### src/rtl/cir_pkg.sv
/*
   Constants shared by the comparator, option and interrupt mask register bank.
   Assumes an 8-bit register port driven by the core on one clock.
*/
package cir_pkg;

   // ***************************************************************
   // Register offsets
   // ***************************************************************
   localparam logic [3:0] OFS_CMP_CTRL  = 4'h0;
   localparam logic [3:0] OFS_OSC_TRIM  = 4'h1;
   localparam logic [3:0] OFS_SYS_OPT   = 4'h2;
   localparam logic [3:0] OFS_IRQ_MASK  = 4'h3;
   localparam logic [3:0] OFS_IRQ_FLAG  = 4'h4;
   localparam logic [3:0] OFS_GIE_CTRL  = 4'h5;

   // ***************************************************************
   // Field positions
   // ***************************************************************
   localparam int CMP_REF_EN_BIT   = 7;
   localparam int CMP_RATIO_LSB    = 3;
   localparam int CMP_RESULT_BIT   = 2;
   localparam int CMP_SEL_LSB      = 0;
   localparam int TRIM_LSB         = 0;
   localparam int LVR_LSB          = 4;
   localparam int OSC_MODE_LSB     = 2;
   localparam int RES_SEL_BIT      = 1;
   localparam int WDT_SEL_BIT      = 0;
   localparam int FLAG_CMP_BIT     = 7;

   // ***************************************************************
   // Write masks and reset values
   // ***************************************************************
   localparam logic [7:0] CMP_CTRL_WMASK = 8'hFB;
   localparam logic [7:0] OSC_TRIM_WMASK = 8'h1F;
   localparam logic [7:0] SYS_OPT_WMASK  = 8'h3D;
   localparam logic [7:0] IRQ_MASK_WMASK = 8'hBF;
   localparam logic [7:0] CMP_CTRL_RST   = 8'h78;
   localparam logic [7:0] OSC_TRIM_RST   = 8'h1F;
   localparam logic [7:0] SYS_OPT_RST    = 8'h3D;
   localparam logic [7:0] IRQ_MASK_RST   = 8'h00;

   // ***************************************************************
   // Comparator select codes and pin functions
   // ***************************************************************
   localparam logic [1:0] CMP_SEL_OFF  = 2'h0;
   localparam logic [1:0] CMP_SEL_RUN  = 2'h1;
   localparam logic [1:0] CMP_SEL_PIN  = 2'h2;

   typedef enum logic [1:0] {
      P55_GPIO, P55_ANALOG, P55_CMP_OUT, P55_TIMER_CLK
   } cir_p55_fn_e;

   typedef enum logic [1:0] {
      P53_GPIO, P53_ANALOG, P53_CMP_IN
   } cir_p53_fn_e;

endpackage : cir_pkg

### src/rtl/cir_regs.sv
/*
   Comparator control, two option registers, interrupt mask, flag read-back
   and global interrupt enable of a small microcontroller.
   Assumes the core drives a plain strobe port synchronous to clk, and that
   event sources deliver one-cycle pulses.
*/

// Behaviour
// - Bit 7 enables reference; off frees pin
// - Ratio field bits 6..3, reset all ones
// - Bit 2 shows comparator, read-only
// - Select 00 off, 01 run; pin stays I/O
// - Select 10 drives pin; 11 reserved
// - Pin 5 priority: timer, compare, analog, I/O
// - Pin 3 priority: compare in, analog, I/O
// - Option one bits 7..5 read zero
// - Trim field bits 4..0, reset all ones
// - Option two bits 7..6 read zero
// - Low-voltage-reset level field bits 5..4
// - Oscillator mode bits 3..2, default 11
// - Resolution select bit fixed zero
// - Watchdog period bit 0, default 1
// - Mask register RW, bit 6 zero
// - Mask bit one enables its source
// - Global enable set/cleared by instructions
// - Flag read returns flags AND mask
// - Comparator change sets flag; software clears
module cir_regs (
   input  wire logic        clk,
   input  wire logic        srst,
   input  wire logic [3:0]  reg_addr,
   input  wire logic [7:0]  reg_wdata,
   input  wire logic        reg_wr,
   input  wire logic        reg_rd,
   output logic      [7:0]  reg_rdata,
   input  wire logic        comparator_result,
   input  wire logic [5:0]  event_pulse,
   input  wire logic        enable_interrupts_instr,
   input  wire logic        disable_interrupts_instr,
   input  wire logic        timer_clk_req,
   input  wire logic        analog5_req,
   input  wire logic        analog3_req,
   output logic             internal_ref_on,
   output logic      [3:0]  ref_ratio_field,
   output logic             comparator_enable,
   output logic             inverting_input_gpio,
   output cir_pkg::cir_p55_fn_e port5_pin5_fn,
   output cir_pkg::cir_p53_fn_e port5_pin3_fn,
   output logic      [4:0]  oscillator_trim_field,
   output logic      [1:0]  low_voltage_reset_field,
   output logic      [1:0]  oscillator_mode_field,
   output logic             watchdog_period_select,
   output logic             global_irq_enable,
   output logic             irq_req
);

   // ***************************************************************
   // Storage
   // ***************************************************************
   logic [7:0] cmp_ctrl_r;
   logic [7:0] osc_trim_r;
   logic [7:0] sys_opt_r;
   logic [7:0] irq_mask_r;
   logic [7:0] flag_r;
   logic [7:0] flag_nxt;
   logic       gie_r;
   logic       cmp_prev_r;
   logic [7:0] cmp_view;
   logic [7:0] rdata_nxt;
   logic [7:0] event_vec;
   logic       cmp_change;

   // ***************************************************************
   // Register writes
   // ***************************************************************
   always_ff @(posedge clk) begin
      if (srst) begin
         cmp_ctrl_r <= cir_pkg::CMP_CTRL_RST;
      end else if (reg_wr && reg_addr == cir_pkg::OFS_CMP_CTRL) begin
         cmp_ctrl_r <= reg_wdata & cir_pkg::CMP_CTRL_WMASK;
      end
   end

   always_ff @(posedge clk) begin
      if (srst) begin
         osc_trim_r <= cir_pkg::OSC_TRIM_RST;
      end else if (reg_wr && reg_addr == cir_pkg::OFS_OSC_TRIM) begin
         osc_trim_r <= reg_wdata & cir_pkg::OSC_TRIM_WMASK;
      end
   end

   always_ff @(posedge clk) begin
      if (srst) begin
         sys_opt_r <= cir_pkg::SYS_OPT_RST;
      end else if (reg_wr && reg_addr == cir_pkg::OFS_SYS_OPT) begin
         sys_opt_r <= reg_wdata & cir_pkg::SYS_OPT_WMASK;
      end
   end

   always_ff @(posedge clk) begin
      if (srst) begin
         irq_mask_r <= cir_pkg::IRQ_MASK_RST;
      end else if (reg_wr && reg_addr == cir_pkg::OFS_IRQ_MASK) begin
         irq_mask_r <= reg_wdata & cir_pkg::IRQ_MASK_WMASK;
      end
   end

   // ***************************************************************
   // Global enable
   // ***************************************************************
   always_ff @(posedge clk) begin
      if (srst) begin
         gie_r <= 1'b0;
      end else if (enable_interrupts_instr) begin
         gie_r <= 1'b1;
      end else if (disable_interrupts_instr) begin
         gie_r <= 1'b0;
      end else if (reg_wr && reg_addr == cir_pkg::OFS_GIE_CTRL) begin
         gie_r <= reg_wdata[0];
      end
   end

   // ***************************************************************
   // Event flags
   // ***************************************************************
   // The previous result starts at zero and tracks even while the comparator is off; a high result at reset is not a change.
   always_ff @(posedge clk) begin
      if (srst) begin
         cmp_prev_r <= 1'b0;
      end else begin
         cmp_prev_r <= comparator_result;
      end
   end

   assign cmp_change = comparator_enable && (comparator_result != cmp_prev_r);
   assign event_vec  = {cmp_change, 1'b0, event_pulse};

   // Writing 0 to a flag bit clears it; a new event in the same cycle wins.
   always_comb begin
      flag_nxt = flag_r;
      if (reg_wr && reg_addr == cir_pkg::OFS_IRQ_FLAG) begin
         flag_nxt = flag_r & reg_wdata;
      end
      flag_nxt = (flag_nxt | event_vec) & cir_pkg::IRQ_MASK_WMASK;
   end

   always_ff @(posedge clk) begin
      if (srst) begin
         flag_r <= 8'h00;
      end else begin
         flag_r <= flag_nxt;
      end
   end

   assign irq_req           = gie_r && |(flag_r & irq_mask_r);
   assign global_irq_enable = gie_r;

   // ***************************************************************
   // Control outputs
   // ***************************************************************
   assign internal_ref_on         = cmp_ctrl_r[cir_pkg::CMP_REF_EN_BIT];
   assign inverting_input_gpio    = ~cmp_ctrl_r[cir_pkg::CMP_REF_EN_BIT];
   assign ref_ratio_field         = cmp_ctrl_r[cir_pkg::CMP_RATIO_LSB +: 4];
   assign comparator_enable       = (cmp_ctrl_r[1:0] == cir_pkg::CMP_SEL_RUN) ||
                                    (cmp_ctrl_r[1:0] == cir_pkg::CMP_SEL_PIN);
   assign oscillator_trim_field   = osc_trim_r[cir_pkg::TRIM_LSB +: 5];
   assign low_voltage_reset_field = sys_opt_r[cir_pkg::LVR_LSB +: 2];
   assign oscillator_mode_field   = sys_opt_r[cir_pkg::OSC_MODE_LSB +: 2];
   assign watchdog_period_select  = sys_opt_r[cir_pkg::WDT_SEL_BIT];

   cir_pin_mux u_pin_mux (
      .timer_clk_req (timer_clk_req),
      .cmp_out_req   (cmp_ctrl_r[1:0] == cir_pkg::CMP_SEL_PIN),
      .analog5_req   (analog5_req),
      .cmp_in_req    (comparator_enable),
      .analog3_req   (analog3_req),
      .p55_fn        (port5_pin5_fn),
      .p53_fn        (port5_pin3_fn)
   );

   // ***************************************************************
   // Read port
   // ***************************************************************
   always_comb begin
      cmp_view = cmp_ctrl_r;
      cmp_view[cir_pkg::CMP_RESULT_BIT] = comparator_result;
   end

   always_comb begin
      if (reg_addr == cir_pkg::OFS_CMP_CTRL) begin
         rdata_nxt = cmp_view;
      end else if (reg_addr == cir_pkg::OFS_OSC_TRIM) begin
         rdata_nxt = osc_trim_r;
      end else if (reg_addr == cir_pkg::OFS_SYS_OPT) begin
         rdata_nxt = sys_opt_r;
      end else if (reg_addr == cir_pkg::OFS_IRQ_MASK) begin
         rdata_nxt = irq_mask_r;
      end else if (reg_addr == cir_pkg::OFS_IRQ_FLAG) begin
         rdata_nxt = flag_r & irq_mask_r;
      end else if (reg_addr == cir_pkg::OFS_GIE_CTRL) begin
         rdata_nxt = {7'h00, gie_r};
      end else begin
         rdata_nxt = 8'h00;
      end
   end

   always_ff @(posedge clk) begin
      if (srst) begin
         reg_rdata <= 8'h00;
      end else if (reg_rd) begin
         reg_rdata <= rdata_nxt;
      end else begin
         reg_rdata <= 8'h00;
      end
   end

endmodule : cir_regs

### src/rtl/cir_pin_mux.sv
/*
   Priority selection of the functions of port 5 pins 5 and 3.
   Assumes function requests are synchronous levels.
*/
module cir_pin_mux (
   input  wire logic                 timer_clk_req,
   input  wire logic                 cmp_out_req,
   input  wire logic                 analog5_req,
   input  wire logic                 cmp_in_req,
   input  wire logic                 analog3_req,
   output cir_pkg::cir_p55_fn_e      p55_fn,
   output cir_pkg::cir_p53_fn_e      p53_fn
);

   always_comb begin
      if (timer_clk_req) begin
         p55_fn = cir_pkg::P55_TIMER_CLK;
      end else if (cmp_out_req) begin
         p55_fn = cir_pkg::P55_CMP_OUT;
      end else if (analog5_req) begin
         p55_fn = cir_pkg::P55_ANALOG;
      end else begin
         p55_fn = cir_pkg::P55_GPIO;
      end
   end

   always_comb begin
      if (cmp_in_req) begin
         p53_fn = cir_pkg::P53_CMP_IN;
      end else if (analog3_req) begin
         p53_fn = cir_pkg::P53_ANALOG;
      end else begin
         p53_fn = cir_pkg::P53_GPIO;
      end
   end

endmodule : cir_pin_mux

### config.mk
export PLATFORM = sky130hd
export DESIGN_NAME = cir_regs
export DESIGN_NICKNAME = d
export VERILOG_FILES = /design/src/rtl/cir_pkg.sv /design/src/rtl/cir_regs.sv /design/src/rtl/cir_pin_mux.sv
export SDC_FILE = /design/constraint.sdc
export NUM_CORES = 1
export LEC_CHECK = 0
export ABC_AREA = 1
export CAP_MARGIN = 30
export CORE_ASPECT_RATIO = 0.75
export CORE_MARGIN = 10
export CORE_UTILIZATION = 55
export DETAILED_ROUTE_END_ITERATION = 12
export DONT_BUFFER_PORTS = 1
export PLACE_DENSITY = 0.8
export SLEW_MARGIN = 20
export SYNTH_ARGS = -nofsm -noshare
export SYNTH_HDL_FRONTEND = slang
export SYNTH_SLANG_ARGS = --single-unit
### constraint.sdc
create_clock -name clk -period 1 [get_ports clk]
set_input_delay 0.05 -clock clk [delete_from_list [all_inputs] [get_ports clk]]
set_output_delay 0.05 -clock clk [all_outputs]
set_load 0.02 [all_outputs]
Word-level counts from Yosys, hierarchy flattened
Cells that the tools add are included.

word-level totals
  register bits after elaboration = 42
  input port bits = 28
  output and inout port bits = 31
  word-level logic and storage cells = 50

operators by class
  equality and inequality tests = 8
  multiplexer cells = 15
  bitwise logic cells = 5
  reductions and logical operators = 13

operators with widths
  kind                                                  number
  2-to-1 mux 8 bit                                      6
  AND 8 bit                                             2
  equality test 4 x 2 -> 1 bit (second input constant)  2
  equality test 4 x 3 -> 1 bit (second input constant)  2
  logical AND 1 bit                                     8
  OR 8 bit                                              1
  OR reduction 8 bit                                    1
  2-to-1 mux 1 bit                                      6
  2-to-1 mux 2 bit                                      3
  equality test 4 x 1 -> 1 bit (second input constant)  1
  zero test 4 bit                                       1
  nonzero test 3 bit                                    1
  equality test 2 x 1 -> 1 bit (second input constant)  1
  equality test 2 bit (second input constant)           1
  NOT 1 bit                                             2
  OR reduction 2 bit                                    1
  logical OR 1 bit                                      1
  != test 1 bit                                         1

Depth between registers and ports, before layout
  depth in word-level cells = 7
  depth in mapped cells = 8
  mapped depth without buffers = 7

By module
A second synthesis with hierarchy kept.

unflattened totals
  cells, all modules = 251
  area, all modules = 1896.8 µm²

by module, submodules not included
  module       instances  cells an instance  area each (µm²)  sequential area each (µm²)
  cir_regs     1          243                1863.0           820.8
  cir_pin_mux  1          8                  33.8             0.0

Worst setup path before layout
No wires, ideal clock.

  path kind = register -> register
  start = reg cmp_ctrl_r[0]
  end = reg flag_r[7]
  library setup time = 0.070 ns
  arrival = 1.191 ns
  required time = 0.930 ns
  setup slack = -0.261 ns
  cell stages (with the launch flop) = 7
  buffers on the path = 0
  clock period less this slack = 1.261 ns
  path through = dfxtp_1 inv_1 ha_1 inv_1 o21ai_0 a21o_1 a21oi_1

on the way
  word-level cells in the longest chain between the ends = 4
  elaborated cells between the ends (all ways) = 5
  classes of those cells = eq/ne: 2; bitwise: 1; reduce/logical: 2

RTL lines
  what                                                                        RTL line                          source
  start, declared                                                             cir_regs.sv:60                    logic [7:0] cmp_ctrl_r;
  start signal, assigned                                                      cir_regs.sv:78                    cmp_ctrl_r <= cir_pkg::CMP_CTRL_RST;
  start signal, assigned                                                      cir_regs.sv:80                    cmp_ctrl_r <= reg_wdata & cir_pkg::CMP_CTRL_WMASK;
  equality test 2 x 1 -> 1 bit / equality test 2 bit (equally long branches)  cir_regs.sv:164, cir_regs.sv:165
  logical OR 1 bit (*)                                                        cir_regs.sv:164                   assign comparator_enable = (cmp_ctrl_r[1:0] == cir_pkg::CMP_SEL_RUN) ||
  via comparator_enable                                                       cir_regs.sv:45                    output logic comparator_enable,
  logical AND 1 bit (*)                                                       cir_regs.sv:135                   assign cmp_change = comparator_enable && (comparator_result != cmp_prev_r);
  OR 8 bit (*)                                                                cir_regs.sv:144                   flag_nxt = (flag_nxt | event_vec) & cir_pkg::IRQ_MASK_WMASK;
  end signal, assigned                                                        cir_regs.sv:151                   flag_r <= flag_nxt;
  end, declared                                                               cir_regs.sv:64                    logic [7:0] flag_r;

The timed path passes the listed nets; every way through them passes the cells marked *.
A chain may end at the register's enable or synchronous reset.

Worst setup path after layout
  start = reg cmp_ctrl_r[0]
  end = out comparator_enable

on the way
  word-level cells in the longest chain between the ends = 2
  elaborated cells between the ends (all ways) = 3
  classes of those cells = eq/ne: 2; reduce/logical: 1

RTL lines
  what                                                                        RTL line
  equality test 2 x 1 -> 1 bit / equality test 2 bit (equally long branches)  cir_regs.sv:164, cir_regs.sv:165
  logical OR 1 bit (*)                                                        cir_regs.sv:164
  end, declared                                                               cir_regs.sv:45

Mark *: on every way between the ends. The rest lies on a longest branch, timed or not.

==> metrics.yaml <==
sta:
  slew_violations: 0
  finalSetupViolations: 7
  hold_viol: 3
  fin_crit_sh: 1.19
  rsz0062_at_grt: "yes"
  skew_ns: 0.00536
  max_slew.worst_pin.slew_ns: 0.692
  worst_slack_ns: -0.195
  fmaxAchievable_mhz: 837
  finalCriticalPeriod_ns: 1.19
  slew_headroom: 0.539
  timing.hold.ws_ns: -0.00633
clock_tree:
  cts_sinks: 41
  cts_htree_levels: 2
  cts_buffer_depth: 2
  clkTransAtPathRegs_ns: 0.08
  clk_latency_ns: 0.31
  cts-root-buf: "clkbuf_8"
  cts_tree: "built"
  cts_buffers: 5
synth:
  yosys.area.top_type: "dfxtp_1"
  ys.flop_type: "dfxtp_1"
  synthCells: 261
  synth_seq_cells: 41
  syn_avg_cell_area_sq_um: 7.31
  synth_common_cells: "nand2_1, dfxtp_1, nand3_1"
  synthArstFlopShare: 0
  synth_edf_count: 0
  synth_area_leaders: "dfxtp_1, nand2_1, nand3_1"
  synth_area_sq_um: 1910
  ys_types: 27
  yosysMostFrequentCell: "nand2_1"
  ys_seq_area_frac: 0.430
  synth_nets: 290
  yosysTopAreaCellShare: 0.430
  ys_warn_count: 0
grt:
  track_usage: 0.185
  grt_pass1_vias: 1810
  grt_pass1_wl_mm: 9.18
  grt_start_max_net_pins: 17
  antenna_found_initial: 0
  grt-ovfl-total: 0
worst_setup_path:
  crit_end: "comparator_enable"
  path_class: "reg2out"
  reg2reg_from: "cmp_ctrl_r[0]$_SDFFE_PP0P_"
  rr_worst_depth: 6
  cp_cell_sequence: "inv_2 > ha_4 > inv_4 > buf_8"
  r2r_end: "flag_r[7]$_SDFF_PP0_"
  critPathLaunchType: "register"
  slowest_stage: "dfxtp_2"
  path_buf_inv: 3
  cpPeakStageDelay_ns: 0.34
  crit_family: "flip-flops"
  worst-endpoint-arrival_ns: 1.14
  end_kind: "primary output"
  critPathRequiredTime_ns: 0.95
  crit_cells: 4
  startpoint: "cmp_ctrl_r[0]$_SDFFE_PP0P_"
  cp_max_fo: 2
  r2r_slack_ns: -0.08
drt:
  dr_wl_met2_mm: 2.73
  drtIter0Drc: 194
  ant_nets: 0
  via_per_inst: 5.73
  drc: 0
  met1_length_mm: 2.28
  dr_total_vias: 1970
  routedWlPerCell_um: 17.4
  drt-total-wl_mm: 6.00
  wl_met3_um: 823
  first_pass_iters: 4
  top_layer: "met4"
finish:
  antennaDiodeCount: 0
  finalNonFillerCells: 344
  seq_area_sq_um: 838
  multi_input_area_sq_um: 946
  drive_gt1_frac: 0.266
  fillers: 242
  syn2layout_area_growth_pct: 29.6
  final_nets: 332
floorplan:
  die_area_sq_um: 6250
  ios: 59
  fp.coreArea_sq_um: 3310
  initial_core_util: 0.576
  die_w_um: 88.0
  rows: 18
  die_h_um: 71.0
run_status:
  outcome: "complete, but fails checks"
  violations: "hold timing, setup timing"
placement:
  pre_cts_ws_ns: -0.00756
  gp_congestion: 0.885
  hpwl_mm: 3.91
  io_buffers: 0
  placedCellCount: 311
run:
  cap_violations: 0
power_and_ir_drop:
  leakage_nw: 1.13
  cellPowerDensity_nw_per_um2: 1310
  ir_drop_uv: 908
worst_hold_path:
  hp-class: "in2reg"
-- how the worst min path moves through the flow --
stage | slack, ns | endpoint | from | cells past startpoint
6_report | -0.006 | flag_r[5]$_SDFF_PP0_ | reg_wr | 3
5_1_grt | 0.03 | flag_r[5]$_SDFF_PP0_ | reg_wr | 3
4_1_cts | 0.005 | flag_r[5]$_SDFF_PP0_ | reg_wr | 3
3_5_place_dp | 0.12 | irq_mask_r[4]$_SDFFE_PP0P_ | srst | 1
3_3_place_gp | 0.12 | irq_mask_r[5]$_SDFFE_PP0P_ | srst | 1
2_1_floorplan | 0.16 | cmp_prev_r$_SDFF_PP0_ | comparator_result | 2
-- layout make-up --
type	count	area share
multi-input combinational	177	0.383
timing repair buffer	50	0.179
clock buffer	6	0.0294
tap	40	0.0202
clock inverter	2	0.00405
inverter	28	0.0455
sequential	41	0.339
-- cells in the final DEF, fill, tap and decap left out --
cell            count
nand2_1            43
nand3_1            30
dfxtp_1            29
buf_4              27
nor2_1             26
dlygate4sd3_1      20
inv_1              17
a21oi_1            15
o211ai_1           13
dfxtp_2            11
nand4_1            10
nand2_2             8
o21ai_1             8
inv_2               7
o21ai_0             5
clkbuf_8            5
nor2_2              4
inv_4               3
nand2_4             3
nor2_4              3
nand3_2             2
clkinv_2            2
dlymetal6s4s_1      2
o21a_2              1
o21bai_1            1
a21o_1              1
a21oi_2             1
clkinv_1            1
nand3b_1            1
o21ai_2             1
ha_4                1
clkbuf_1            1
dfxtp_4             1
buf_8               1
-- layer usage --
layer,vias up,track usage
met2,124,0.278
met3,14,0.0721
met4,0,0.0765
met1,877,0.230
met5,-,0
li1,955,-
-- metrics by stage --
stage | TNS (ns) | area, sq um | power, mW | util
2_1_floorplan | -0.00940 | 1930 | 2.00 | -
3_3_place_gp | 0 | 2070 | 2.06 | 0.626
3_5_place_dp | -0.00756 | 2070 | 2.07 | 0.626
4_1_cts | -1.95 | 2440 | 3.21 | 0.738
5_1_grt | -1.13 | 2470 | 3.33 | 0.747
6_report | -0.944 | 2470 | 3.24 | 0.747
-- cells by family after synthesis --
logic type	share of synthesized area
AOI/OAI and AO/OA	0.144
adders and majority gates	0.00656
buffers and inverters	0.103
DFF	0.430
and+or+nand+nor	0.317
-- tightest hold or removal path, delay by kind of cell --
family	cells	cell delay (ns)
AND/OR/NAND/NOR	2	0.15
AO/OA/AOI/OAI	1	0.06
-- sequential cells by signal (all words and copies together) (netlist names) --
register and count:
cmp_prev_r 1, irq_mask_r 7, cmp_ctrl_r 7, reg_rdata 8, flag_r 7, osc_trim_r 5, global_irq_enable 1, sys_opt_r 5
-- power breakdown --
group	leakage, nW	switching [mW]	internal [mW]	total, mW
clock	0.0450	0.593	0.484	1.08
sequential	0.340	0.0447	1.68	1.73
combinational	0.750	0.257	0.182	0.439
total	1.13	0.895	2.35	3.24
-- repair_timing --
| item | CTS | global route |
|---|---|---|
| hold endpoints to repair | 25 | 0 |
| pin swaps | 5 | 2 |
| buffers inserted | 3 | 0 |
| gates resized for setup | 22 | 14 |
| hold buffers | 22 | 0 |
| setup endpoints to repair | 8 | 29 |
No activity file was read; power rests on OpenSTA's default activity.
